[config.mk]
export PLATFORM = sky130hd
export DESIGN_NAME = acf_flags
export DESIGN_NICKNAME = d
export VERILOG_FILES = /design/src/logic/acf_pkg.sv /design/src/logic/acf_flags.sv
export SDC_FILE = /design/constraint.sdc
export NUM_CORES = 1
export LEC_CHECK = 0
export BUFFER_PORTS_ARGS = -buffer_cell sky130_fd_sc_hd__buf_2
export CAP_MARGIN = 0
export CORE_ASPECT_RATIO = 0.6
export CORE_MARGIN = 1
export CORE_UTILIZATION = 48
export DETAILED_ROUTE_END_ITERATION = 10
export MAX_ROUTING_LAYER = met4
export PLACE_DENSITY = 0.85
export RECOVER_POWER = 25
export SLEW_MARGIN = 25
export SYNTH_ARGS = -nofsm -noshare
export SYNTH_HDL_FRONTEND = slang
export SYNTH_SLANG_ARGS = --single-unit
[constraint.sdc]
create_clock -name I_CORE_CLK -period 3.4 [get_ports I_CORE_CLK]
set_input_delay 0.34 -clock I_CORE_CLK [delete_from_list [all_inputs] [get_ports I_CORE_CLK]]
set_output_delay 0.34 -clock I_CORE_CLK [all_outputs]
set_load 0.1 [all_outputs]
[src/logic/acf_pkg.sv]
package acf_pkg;

  // ==========================================================================
  // register map (byte addresses on the 32-bit bus)
  localparam logic [11:0] ACF_OFS_FLAGS = 12'h000;
  localparam logic [11:0] ACF_OFS_RESULT = 12'h004;

  // ==========================================================================
  // condition flag bit positions
  localparam int ACF_BIT_C = 0;
  localparam int ACF_BIT_AC = 1;
  localparam int ACF_BIT_Z = 2;
  localparam int ACF_BIT_OV = 3;
  localparam int ACF_BIT_PDF = 4;
  localparam int ACF_BIT_TO = 5;
  localparam int ACF_BIT_CZ = 6;
  localparam int ACF_BIT_SC = 7;

  // software may write only the low four bits
  localparam logic [7:0] ACF_SW_WRITE_MASK = 8'h0F;

  // ==========================================================================
  // reset values
  localparam logic [7:0] ACF_FLAGS_RESET = 8'h00;
  localparam logic [7:0] ACF_RESULT_RESET = 8'h00;
  localparam logic [31:0] ACF_RDATA_RESET = 32'h0000_0000;

  // ==========================================================================
  // operation codes presented by the core
  typedef enum logic [3:0] {
    ACF_OP_NOP = 4'b0000,
    ACF_OP_ADD = 4'b0001,
    ACF_OP_ADC = 4'b0010,
    ACF_OP_SUB = 4'b0011,
    ACF_OP_SBC = 4'b0100,
    ACF_OP_AND = 4'b0101,
    ACF_OP_OR = 4'b0110,
    ACF_OP_XOR = 4'b0111,
    ACF_OP_RLC = 4'b1000,
    ACF_OP_RRC = 4'b1001
  } acf_op_t;

endpackage

[src/logic/acf_flags.sv]
// Chosen here: the APB slave port and the address map.
`timescale 1ns/100ps
// Behaviour
// [RL1] bus writes never touch timeout/power-down flags
// [RL2] timeout: cleared by power-up, clear, halt; set by timeout
// [RL3] power-down: cleared by power-up, clear; set by halt
// [RL4] sign-xor equals overflow xor result msb
// [RL5] subtract group copies zero into chained zero
// [RL6] borrow-subtract group ANDs chained zero with zero
// [RL7] other instructions keep chained zero
// [RL8] carry: add carry-out, subtract no-borrow
// [RL9] rotate through carry swaps carry and shifted bit
// [RL10] aux carry from low nibble, same sense
// [RL11] zero set exactly when result is zero
// [RL12] overflow: carry into msb differs from carry out
// [RL13] flags never saved automatically on call/interrupt
// [RL14] 8-bit layout, upper four read-only, lower writable
// [RL15] timeout and power-down read zero after power-on
// [RL16] flags change only when affecting operation completes
module acf_flags #(
  parameter int ADDR_W = 12
) (
  input wire logic I_CORE_CLK,
  input wire logic I_RST_N,
  input wire logic I_CE,
  input wire logic I_PSEL,
  input wire logic I_PENABLE,
  input wire logic I_PWRITE,
  input wire logic [ADDR_W-1:0] I_PADDR,
  input wire logic [31:0] I_PWDATA,
  output logic [31:0] O_PRDATA,
  output logic O_PREADY,
  output logic O_PSLVERR,
  input wire logic I_OP_VALID,
  input wire logic [3:0] I_OP_CODE,
  input wire logic [7:0] I_OP_A,
  input wire logic [7:0] I_OP_B,
  output logic [7:0] O_OP_RESULT,
  output logic [7:0] O_FLAGS,
  input wire logic I_WDT_TIMEOUT,
  input wire logic I_WATCHDOG_CLEAR_INSTR,
  input wire logic I_HALT_INSTR
);

  // ==========================================================================
  // state
  logic [7:0] flags_reg;
  logic [7:0] flags_next;
  logic [7:0] result_reg;
  logic [7:0] result_next;
  logic [31:0] prdata_reg;
  logic [31:0] prdata_next;

  // ==========================================================================
  // bus decode
  logic setup_phase;
  logic access_phase;
  logic hit_flags;
  logic hit_result;
  logic bus_write;

  assign setup_phase = I_PSEL & ~I_PENABLE;
  assign access_phase = I_PSEL & I_PENABLE;
  assign hit_flags = (I_PADDR == ADDR_W'(acf_pkg::ACF_OFS_FLAGS));
  assign hit_result = (I_PADDR == ADDR_W'(acf_pkg::ACF_OFS_RESULT));
  // a frozen clock enable stretches the access phase so no write is lost
  assign O_PREADY = access_phase & I_CE;
  assign O_PSLVERR = access_phase & ~(hit_flags | hit_result);
  assign bus_write = access_phase & I_CE & I_PWRITE & hit_flags;

  // ==========================================================================
  // arithmetic core
  acf_pkg::acf_op_t op;
  logic is_add;
  logic is_sub;
  logic carry_in;
  logic [7:0] b_eff;
  logic [8:0] sum9;
  logic [4:0] nib5;
  logic [7:0] low8;
  logic [7:0] alu_res;

  always_comb begin
    op = acf_pkg::acf_op_t'(I_OP_CODE);
    is_add = (op == acf_pkg::ACF_OP_ADD) || (op == acf_pkg::ACF_OP_ADC);
    is_sub = (op == acf_pkg::ACF_OP_SUB) || (op == acf_pkg::ACF_OP_SBC);
    // subtraction is a + ~b + carry, so carry reads as "no borrow"
    b_eff = is_sub ? ~I_OP_B : I_OP_B;
    case (op)
      acf_pkg::ACF_OP_ADC: carry_in = flags_reg[acf_pkg::ACF_BIT_C];
      acf_pkg::ACF_OP_SUB: carry_in = 1'b1;
      acf_pkg::ACF_OP_SBC: carry_in = flags_reg[acf_pkg::ACF_BIT_C];
      default: carry_in = 1'b0;
    endcase
    sum9 = {1'b0, I_OP_A} + {1'b0, b_eff} + {8'h00, carry_in};
    nib5 = {1'b0, I_OP_A[3:0]} + {1'b0, b_eff[3:0]} + {4'h0, carry_in};
    low8 = {1'b0, I_OP_A[6:0]} + {1'b0, b_eff[6:0]} + {7'h00, carry_in};
    case (op)
      acf_pkg::ACF_OP_AND: alu_res = I_OP_A & I_OP_B;
      acf_pkg::ACF_OP_OR: alu_res = I_OP_A | I_OP_B;
      acf_pkg::ACF_OP_XOR: alu_res = I_OP_A ^ I_OP_B;
      acf_pkg::ACF_OP_RLC: alu_res = {I_OP_A[6:0], flags_reg[acf_pkg::ACF_BIT_C]}; // RL9
      acf_pkg::ACF_OP_RRC: alu_res = {flags_reg[acf_pkg::ACF_BIT_C], I_OP_A[7:1]}; // RL9
      default: alu_res = sum9[7:0];
    endcase
  end

  // ==========================================================================
  // flag update
  logic arith_op;
  logic logic_op;
  logic zero_res;
  logic ov_new;

  always_comb begin
    flags_next = flags_reg;
    result_next = result_reg;
    arith_op = I_OP_VALID && (is_add || is_sub);
    logic_op = I_OP_VALID && ((op == acf_pkg::ACF_OP_AND) || (op == acf_pkg::ACF_OP_OR) ||
                              (op == acf_pkg::ACF_OP_XOR));
    zero_res = (alu_res == 8'h00);
    ov_new = low8[7] ^ sum9[8];
    // software reaches only the low nibble; an operation in the same cycle wins
    if (bus_write) begin
      flags_next = (flags_reg & ~acf_pkg::ACF_SW_WRITE_MASK) |
                   (I_PWDATA[7:0] & acf_pkg::ACF_SW_WRITE_MASK); // RL1 RL14
    end
    if (I_OP_VALID && (op != acf_pkg::ACF_OP_NOP)) begin
      result_next = alu_res;
    end
    if (arith_op) begin // RL16
      flags_next[acf_pkg::ACF_BIT_C] = sum9[8]; // RL8
      flags_next[acf_pkg::ACF_BIT_AC] = nib5[4]; // RL10
      flags_next[acf_pkg::ACF_BIT_Z] = zero_res; // RL11
      flags_next[acf_pkg::ACF_BIT_OV] = ov_new; // RL12
      flags_next[acf_pkg::ACF_BIT_SC] = ov_new ^ alu_res[7]; // RL4
    end
    if (logic_op) begin
      flags_next[acf_pkg::ACF_BIT_Z] = zero_res; // RL11
    end
    if (I_OP_VALID && ((op == acf_pkg::ACF_OP_RLC) || (op == acf_pkg::ACF_OP_RRC))) begin
      flags_next[acf_pkg::ACF_BIT_C] = (op == acf_pkg::ACF_OP_RLC) ? I_OP_A[7] : I_OP_A[0]; // RL9
    end
    // chained zero: other operations fall through and keep it
    if (I_OP_VALID && (op == acf_pkg::ACF_OP_SUB)) begin // RL7
      flags_next[acf_pkg::ACF_BIT_CZ] = zero_res; // RL5
    end else if (I_OP_VALID && (op == acf_pkg::ACF_OP_SBC)) begin
      flags_next[acf_pkg::ACF_BIT_CZ] = flags_reg[acf_pkg::ACF_BIT_CZ] & zero_res; // RL6
    end
    // watchdog clear clears both; halt clears timeout and sets power-down
    if (I_WATCHDOG_CLEAR_INSTR) begin
      flags_next[acf_pkg::ACF_BIT_TO] = 1'b0; // RL2
      flags_next[acf_pkg::ACF_BIT_PDF] = 1'b0; // RL3
    end
    if (I_HALT_INSTR) begin
      flags_next[acf_pkg::ACF_BIT_TO] = 1'b0; // RL2
      flags_next[acf_pkg::ACF_BIT_PDF] = 1'b1; // RL3
    end
    // a time-out in the clearing cycle is not lost
    if (I_WDT_TIMEOUT) begin
      flags_next[acf_pkg::ACF_BIT_TO] = 1'b1; // RL2
    end
  end

  // ==========================================================================
  // read data, sampled in the setup phase so it comes from a flip-flop
  always_comb begin
    prdata_next = prdata_reg;
    if (setup_phase) begin
      if (I_PADDR == ADDR_W'(acf_pkg::ACF_OFS_FLAGS)) begin
        prdata_next = {24'h00_0000, flags_reg}; // RL14
      end else if (I_PADDR == ADDR_W'(acf_pkg::ACF_OFS_RESULT)) begin
        prdata_next = {24'h00_0000, result_reg};
      end else begin
        prdata_next = acf_pkg::ACF_RDATA_RESET;
      end
    end
  end

  always_ff @(posedge I_CORE_CLK or negedge I_RST_N) begin
    if (!I_RST_N) begin
      flags_reg <= acf_pkg::ACF_FLAGS_RESET; // RL15
      result_reg <= acf_pkg::ACF_RESULT_RESET;
      prdata_reg <= acf_pkg::ACF_RDATA_RESET;
    end else if (I_CE) begin
      flags_reg <= flags_next;
      result_reg <= result_next;
      prdata_reg <= prdata_next;
    end
  end

  assign O_PRDATA = prdata_reg;
  assign O_OP_RESULT = result_reg;
  // the flags are a plain register: no stack path exists, software saves them
  assign O_FLAGS = flags_reg; // RL13

endmodule // acf_flags

==> results.md, run 1 <==
* Core area at 5150 um2
* Worst-path fanout max at 8
* Status: completed
* DR top layer: met4
* Clock latency on the worst-skew pair at 0.27 ns
* Min-Delay Path Class: primary input to flop
* Tmin final at 3.04 ns
* Fin util at 58.2%
* All-Layer GR Usage at 26.0%
* Netlist cell types at 62
* Max Cap Viol at 0
* Main flop type after synthesis: dfrtp_1
* Routed WL at between 6000 and 7000 um
* Leakage at about 1.5 nW
* CP Class: primary input to flop
* CTS tree: built
* Metal3 WL at 577 um
* Die area at 5770 um2
* Nets at 479
* YS warnings at 0
* Syn_area_per_cell at between 8 and 9 um2
* Top-level I/O count at 124
* Max-slew violation count at 0
* GP Congestion at 0.947
* Layout area overhead at 14.4%
* 1st-pass router iterations at 5
* Arr. time, crit path at 3.19 ns
* Crit. End Element: flop
* Worst IR drop on VDD at 497 uV
* Slew headroom at 10.9%
* Clock Tree Root: clkbuf_8
* Final worst-path cycle share at 89.3%
* Initial antenna violation count at 0
* Async S/R FF share, synth at 100%
* Total negative slack at 0 ns
* Clock buffer depth at 2
* Largest net degree at the start of global routing at 30
* Total of flip-flops plus latches after synthesis at 24
* Num rows at 20
* Pre-CTS setup slack at 0.123 ns
* PD cells at roughly 460 nW/um2
* First-pass GRT wire length at 11600 um
* Cell Area, Synth at 2620 um2
* Post_cts resized at 0
* Die X at 97.4 um
* Hold buffers post-CTS at 0
* Vias in the first global route at approximately 2400
* Number of CTS-inserted buffers at 3
* Num Clock Sinks at 24
* Clock skew at approximately 0.0061 ns
* WL/cell at 15.7 um
* Clock transition at path regs at roughly 0.08 ns
* # DRC at 0
* Post-DP HPWL at 5660 um
* WL met1 at 3320 um
* Initial Util at between 50% and 60%
* Met2 wire len at a little over 3000 um
* FF/Latch Area at 601 um2
* Worst Path Required at 3.56 ns
* Worst slew pin tran at 1.34 ns
* Antenna cell count at 0
* Via count at between 2000 and 3000
* Setup Fix Bufs, Post-CTS at 0
* Multi-input gate area at between 1500 and 2000 um2
* Vias/cell at 5.75
* Power Total at about 1.4 mW
* Setup violators final at 0
* Fillers at 470
* Setup ws final at around 0.36 ns
* Clock H-tree levels at 1
* Final hold viol count at 0
* EDFF count, synth at 0
* Maximum clock frequency at 329 MHz
* I/O Buffers at 71
* Share of cells above drive strength 1 at around a quarter
* Antenna Nets Post-Route at 0
* Register area share after synthesis at 22.9%
* Grt total ovfl at 0
* Cell count after synthesis at approximately 310
* DRT iter0 DRCs at 257
* RSZ-0062 raised after global routing: false
* Die Ht at around 59 um
* Critical Path Source Type: primary input
## cell type report
class	count	share of cell area (%)
timing repair buffer	79	13.8
sequential	24	20.0
clock buffer	3	1.38
tap	66	2.75
inverter	20	2.50
multi-input combinational	252	59.5
## power breakdown
| group | internal, mW | total [mW] | switching, mW |
|---|---|---|---|
| sequential | 0.327 | 0.368 | 0.0409 |
| clock | 0.0795 | 0.172 | 0.0925 |
| combinational | 0.190 | 0.835 | 0.646 |
## cell usage in the layout, fill, tap and decap left out, types with 4 or more instances in the layout
master    instances
nor3_1            6
nor4b_1           4
inv_1            20
buf_4             8
mux2i_1          11
o31ai_1           8
nand3_1           5
nor2b_1           5
a21o_1            5
and4b_1           4
dfrtp_1          24
a31oi_1           4
o21ai_0          21
nor4_1            4
buf_2            70
conb_1           24
nand2_1          37
a21oi_1          11
xnor2_1          13
nand2b_1          8
ha_1             23
## cells in the mapped netlist (3+ instances only)
cell type,number,area [um2]
a211o_1,3,26.3
a21o_1,5,37.5
a21oi_1,11,55.1
a22o_1,3,26.3
a31oi_1,4,25.0
and4b_1,4,40.0
buf_2,6,30.0
buf_4,26,195
clkbuf_1,5,18.8
dfrtp_1,24,601
ha_1,23,288
inv_1,20,75.1
mux2i_1,11,110
nand2_1,37,139
nand2b_1,8,50.1
nand3_1,5,25.0
nand3b_1,3,22.5
nor2_1,3,11.3
nor2b_1,5,31.3
nor3_1,6,30.0
nor4_1,4,25.0
nor4b_1,4,35.0
o21ai_0,21,105
o21ai_1,3,15.0
o31ai_1,8,60.1
xnor2_1,13,114
## cell families after synthesis
logic type | after synthesis | share of synthesized area (%)
simple gates | 95 | 20.9
xor+xnor | 14 | 4.68
other cells | 1 | 0.143
flops | 24 | 22.9
compound gates | 81 | 21.2
mux | 13 | 5.06
fa+ha+maj | 25 | 12.5
buf+inv | 58 | 12.6
## final timing paths
kind,start,to,slack (ns),cells after the start
max,I_OP_CODE[1],O_FLAGS[7],0.36,14
min,I_WDT_TIMEOUT,O_FLAGS[5],0.30,2
max reg2reg,O_FLAGS[0],O_FLAGS[7],0.40,11
min reg2reg,O_PRDATA[4],O_PRDATA[4],0.48,2
max in group asynchronous,I_RST_N,O_FLAGS[1],2.27,1
min in group asynchronous,I_RST_N,O_OP_RESULT[4],0.35,1
## routing by layer
metal,GRT usage [%],up-vias
li1,-,1209
met1,37.1,1219
met2,39.8,113
met3,4.48,11
met4,3.99,0
met5,-,-
## flip-flops by register name, indices dropped and copies added, names as in the netlist
name	count
O_FLAGS	8
O_PRDATA	8
O_OP_RESULT	8
## through the flow
| step | area (um2) | cells | hold slack, ns |
|---|---|---|---|
| 3_5_place_dp | 2960 | 441 | 0.354 |
| 5_1_grt | 3000 | 444 | 0.295 |
| 2_1_floorplan | 2720 | 334 | 0.0444 |
| 3_3_place_gp | 2960 | 441 | 0.338 |
| 6_report | 3000 | 444 | 0.299 |
| 4_1_cts | 3000 | 444 | 0.0588 |
## critical path, cell delays in order
cell and delay [ns]:
buf_2 0.17, nor2b_1 0.18, nand2_1 0.13, a21oi_4 0.16, xnor2_1 0.10, fa_1 0.45
fa_1 0.43, nor2b_1 0.26, o21bai_1 0.12, a41oi_1 0.23, o21a_1 0.14, o22a_1 0.16
xnor2_1 0.07, mux2_2 0.26
Note: power is estimated with default switching activity, not from simulation.
==> run 2: changes to the inputs <==
--- a/config.mk
+++ b/config.mk
@@ -9,10 +9,10 @@
 export CAP_MARGIN = 0
 export CORE_ASPECT_RATIO = 0.6
 export CORE_MARGIN = 1
-export CORE_UTILIZATION = 48
+export CORE_UTILIZATION = 43
 export DETAILED_ROUTE_END_ITERATION = 10
 export MAX_ROUTING_LAYER = met4
-export PLACE_DENSITY = 0.85
+export PLACE_DENSITY = 0.81
 export RECOVER_POWER = 25
 export SLEW_MARGIN = 25
 export SYNTH_ARGS = -nofsm -noshare
==> constraint.sdc (replaced) <==
create_clock -name I_CORE_CLK -period 2.5 [get_ports I_CORE_CLK]
set_input_delay 0.25 -clock I_CORE_CLK [delete_from_list [all_inputs] [get_ports I_CORE_CLK]]
set_output_delay 0.25 -clock I_CORE_CLK [all_outputs]
set_load 0.1 [all_outputs]
==> run 2 against run 1 <==
Compared with the run above:
- the flow now finishes with violations (setup timing)
- worst hold slack got worse by 0.081 ns
- cell area rose by 18%
- first-iteration DRC count fell by 11%
- power rose by 53%
- clock-buffer cell count rose by 1
- combinational power rose by 59%
- die area rose by 11%
- critical path depth fell by 1
- via count rose by 8.3%
- clock power rose by 55%
- non-clock buffer count rose by 47
- critical endpoint unchanged
- largest cell class unchanged
- highest routed layer unchanged
==> results.md, run 2 (same netlist as run 1, synthesis figures left out) <==
* Die X at 103 um
* Max Cap Viol at 0
* Fin util at 61.7%
* CTS tree: built
* Delay-heaviest family, CP: compound AO/OA/AOI/OAI gates
* Largest net degree at the start of global routing at 25
* Buf/Inv on CP at 1
* Layout area overhead at 34.8%
* Launching point of the worst reg2reg path: O_FLAGS[0]
* FF-to-FF setup slack at -0.12 ns
* Num Clock Sinks at 24
* Most common cell after layout, fill and taps aside: buf_2
* Via count at 2763
* RSZ-0062 raised after global routing: true
* Clock transition at path regs at approximately 0.080 ns
* PD cells at 594 nW/um2
* Total negative slack at -0.708 ns
* Commonest cells after routing, fill and taps aside: 67 x buf_2, 53 x buf_4, 35 x nand2_1, 24 x conb_1
* Tmin final at 2.67 ns
* Crit. End Element: flop
* Setup violators final at 7
* Non-Filler Instances at 506
* Worst Hold Depth at 2
* Fillers at 521
* Number of CTS-inserted buffers at 3
* Worst slew pin tran at about 1.2 ns
* Final hold viol count at 0
* Leakage at 1.81 nW
* Antenna cell count at 0
* DRT iter0 DRCs at 228
* All-Layer GR Usage at between 20% and 30%
* Worst IR drop on VDD at 452 uV
* Grt total ovfl at 0
* Worst hold path endpoint: O_FLAGS[5]
* # DRC at 0
* Initial Util at 45.8%
* Share of cells above drive strength 1 at 38.0%
* CP Class: primary input to flop
* Vias/cell at 5.46
* CP Cell Sequence: buf_6, nor2b_4, nand2_4, a21oi_4, xnor2_1, ha_1, a21o_1, a21o_1, o21ai_2, nor3_1, or3_4, xnor2_1, mux2_2
* Final instance area at 3530 um2
* Final worst-path cycle share at 107%
* Failing checks: setup timing
* Clock Tree Root: clkbuf_8
* Area of placed instances at 3270 um2
* WL/cell at ~16 um
* Routed WL at 8010 um
* Slowest stage cell, crit path: or3_4
* Max-slew violation count at 0
* Setup ws final at -0.168 ns
* Multi-input gate area at 1910 um2
* Clock latency on the worst-skew pair at 0.27 ns
* Slew headroom at 17.1%
* FF/Latch Area at between 600 and 700 um2
* Clock H-tree levels at 1
* Worst Path Required at 2.66 ns
* Clock buffer depth at 2
* Status: finished, violations left
* CP max stage delay at approximately 0.41 ns
* R2R depth at 13
* Die area at 6420 um2
* Pre-CTS setup slack at -0.476 ns
* Core area at 5730 um2
* Antenna Nets Post-Route at 0
* Min-Delay Path Class: primary input to flop
* Top-level I/O count at 124
* Arr. time, crit path at 2.83 ns
* Post-DP HPWL at 6410 um
* Critical Path Source Type: primary input
* Clock skew at 0.00260 ns
* First-pass GRT wire length at 12200 um
* Num rows at 21
* Maximum clock frequency at 375 MHz
* Initial antenna violation count at 0
* 1st-pass router iterations at 5
* Worst-path fanout max at 4
* Die Ht at 62.5 um
* Placed cells at 488
* Nets at about 530
* GP Congestion at 0.944
* RR Endpoint: O_FLAGS[2]
* Launch point of the worst hold path: I_WDT_TIMEOUT
* Vias in the first global route at 2485
* I/O Buffers at 71
## run 2: power by group
part	switching [mW]	total (mW)	internal [mW]	leakage [nW]
logic	0.945	1.33	0.388	1.47
registers	0.0554	0.501	0.445	0.310
clock network	0.125	0.266	0.141	0.0288
## run 2: layout make-up
| class | count | area share, % |
|---|---|---|
| sequential | 24 | 17.0 |
| multi-input combinational | 252 | 53.9 |
| timing repair buffer | 126 | 22.5 |
| inverter | 20 | 2.12 |
| clock buffer | 4 | 1.56 |
| tap | 80 | 2.83 |
## run 2: worst max path at each step
stage / endpoint / depth (start not counted) / from / slack [ns]
after global routing: O_FLAGS[7] / 11 / O_FLAGS[0] / -0.26
after global placement: O_FLAGS[7] / 14 / I_OP_CODE[0] / -0.40
after CTS: O_FLAGS[7] / 11 / O_FLAGS[0] / -0.08
final: O_FLAGS[7] / 13 / I_OP_CODE[2] / -0.17
after floorplan: O_FLAGS[7] / 15 / I_OP_CODE[2] / -0.45
after detailed placement: O_FLAGS[7] / 14 / I_OP_CODE[0] / -0.48
## run 2: per-stage QoR
stage               hold slack (ns)  total power, mW
floorplan                   -0.0456             1.46
global placement              0.253             1.73
detailed placement            0.251             1.75
CTS                           0.217             2.04
global route                  0.227             2.18
finish                        0.218             2.10
## run 2: timing repair
action / in CTS / in global routing
setup endpoints to repair: 9 / 8
pin swaps: 13 / 9
hold buffers: 1 / 0
gates resized for setup: 13 / 13
hold endpoints to repair: 24 / 0
buffers inserted: 6 / 7
## run 2: routing by layer
metal	wire length, um	global-route usage (%)	vias to the layer above
met5	0	-	-
li1	-	-	1305
met1	3900	38.6	1322
met3	649	4.47	10
met2	3370	34.2	126
met4	87	4.23	0
==> run 3: changes to the inputs <==
==> constraint.sdc (replaced) <==
create_clock -name I_CORE_CLK -period 2.5 [get_ports I_CORE_CLK]
set_input_delay 0.125 -clock I_CORE_CLK [delete_from_list [all_inputs] [get_ports I_CORE_CLK]]
set_output_delay 0.125 -clock I_CORE_CLK [all_outputs]
set_load 0.1 [all_outputs]
==> run 3 against run 2 <==
Compared with the run above:
- worst hold slack lost 0.12 ns
- via count shrank 1.8%
- the run still ends with setup timing left
- clock skew grew 0.00082 ns
- worst setup slack lost 0.035 ns
- critical endpoint unchanged
- largest cell class unchanged
- clock power is essentially flat
- sequential share of layout area is essentially flat
- combinational power is essentially flat
==> results.md, run 3 (same netlist as run 1, synthesis figures left out) <==
* Status: finished, violations left
* Failing checks: setup timing
* Min-Delay Path Class: primary input to flop
* Antenna cell count at 0
* Layout area overhead at 35.5%
* Die Ht at 62.5 um
* Antenna Nets Post-Route at 0
* Final hold viol count at 0
* Final instance area at 3550 um2
* Number of CTS-inserted buffers at 3
* Num rows at 21
* Setup violators final at 8
* Slowest stage cell, crit path: dfrtp_4
* Commonest cells after routing, fill and taps aside: 69 x buf_2, 45 x buf_4, 34 x nand2_1, 24 x conb_1
* Routed WL at 8120 um
* Leakage at 1.79 nW
* CP Cell Sequence: nand3_2, a21o_1, fa_2, nand3b_1, a21oi_2, o21ai_2, and4b_1, or3_4, xnor2_1, mux2_2
* Initial Util at 45.8%
* Clock transition at path regs at roughly 0.080 ns
* Final worst-path cycle share at 108%
* Clock H-tree levels at 1
* CP Class: flop to flop
* Vias/cell at 5.43
* CP max stage delay at around 0.44 ns
* Delay-heaviest family, CP: simple AND/OR/NAND/NOR gates
* PD cells at 596 nW/um2
* Num Clock Sinks at 24
* DRT iter0 DRCs at 290
* Worst Path Required at 2.66 ns
* Max-slew violation count at 0
* Slew headroom at 16.4%
* Buf/Inv on CP at 0
* I/O Buffers at 71
* Crit. End Element: flop
* Pre-CTS setup slack at -0.386 ns
* CTS tree: built
* Setup ws final at -0.203 ns
* Worst hold margin at 0.0934 ns
* Worst-path fanout max at 3
* Max Cap Viol at 0
* Die area at 6420 um2
* Power Total at 2.12 mW
* Post-DP HPWL at 6420 um
* Arr. time, crit path at 2.86 ns
* First-pass GRT wire length at 12700 um
* Share of cells above drive strength 1 at 39.0%
* Critical Path Source Type: flop
* GP Congestion at 0.945
* Placed cells at between 400 and 500
* Worst slew pin tran at about 1.3 ns
* Via count at between 2000 and 3000
* Vias in the first global route at 2578
* # DRC at 0
* All-Layer GR Usage at 26.3%
* FF-to-FF setup slack at -0.20 ns
* Nets at 520
* WL/cell at 16.2 um
* Maximum clock frequency at between 300 and 400 MHz
* Clock buffer depth at 2
* Initial antenna violation count at 0
* Non-Filler Instances at 500
* Clock Tree Root: clkbuf_8
* Core area at 5730 um2
* RSZ-0062 raised after global routing: true
* Largest net degree at the start of global routing at 29
* Most common cell after layout, fill and taps aside: buf_2
* Die X at 103 um
* Tmin final at 2.70 ns
* 1st-pass router iterations at 5
* Grt total ovfl at 0
* Worst IR drop on VDD at 446 uV
* Fillers at 502
* Top-level I/O count at between 100 and 150
* Clock latency on the worst-skew pair at 0.27 ns
* Area of placed instances at 3270 um2
* Clock skew at 0.00343 ns
==> run 3: changes by cell type in the layout (fill, tap and decap cells not counted), sizes merged <==
cell and change:
buf -6
==> run 3: layer usage <==
layer  global-route usage [%]  part of all wire, %
met1                     39.5                   47
met2                     37.4                   44
met3                     4.36                  8.1
met4                     4.23                 0.73
met5                        -                    0
==> run 3: through the flow <==
step	setup TNS [ns]	utilization (%)
2_1_floorplan	-0.984	-
3_3_place_gp	-1.46	57.0
3_5_place_dp	-2.29	57.0
4_1_cts	-0.645	59.8
5_1_grt	-1.62	62.0
6_report	-0.722	62.0
==> run 3: power breakdown <==
group | internal (mW) | leakage (nW) | switching [mW] | total [mW]
registers | 0.447 | 0.310 | 0.0533 | 0.501
clock network | 0.141 | 0.0288 | 0.122 | 0.263
logic | 0.389 | 1.45 | 0.964 | 1.35
==> run 3: area by class of cell <==
type	instances	area, um2	area share, %
multi-input cells	252	1970	55.4
repair buffers	120	751	21.1
flip-flops and latches	24	604	17.0
well taps	80	100	2.82
inverters	20	75.1	2.11
clock buffers	4	55.1	1.55
==> run 3: timing repair <==
| action | CTS | global route |
|---|---|---|
| setup endpoints to repair | 8 | 9 |
| buffers inserted | 5 | 5 |
| gates resized for setup | 13 | 24 |
| hold buffers | 1 | 0 |
| hold endpoints to repair | 24 | 0 |
| pin swaps | 13 | 13 |
==> run 3: worst paths after layout <==
| kind | from | to | depth (start not counted) |
|---|---|---|---|
| hold / removal | I_WDT_TIMEOUT | O_FLAGS[5] | 2 |
| setup reg to reg | O_FLAGS[0] | O_FLAGS[7] | 10 |
| max in group asynchronous | I_RST_N | O_FLAGS[0] | 2 |
| setup / recovery | O_FLAGS[0] | O_FLAGS[7] | 10 |
| hold reg to reg | O_PRDATA[2] | O_PRDATA[2] | 2 |
| min in group asynchronous | I_RST_N | O_PRDATA[1] | 2 |
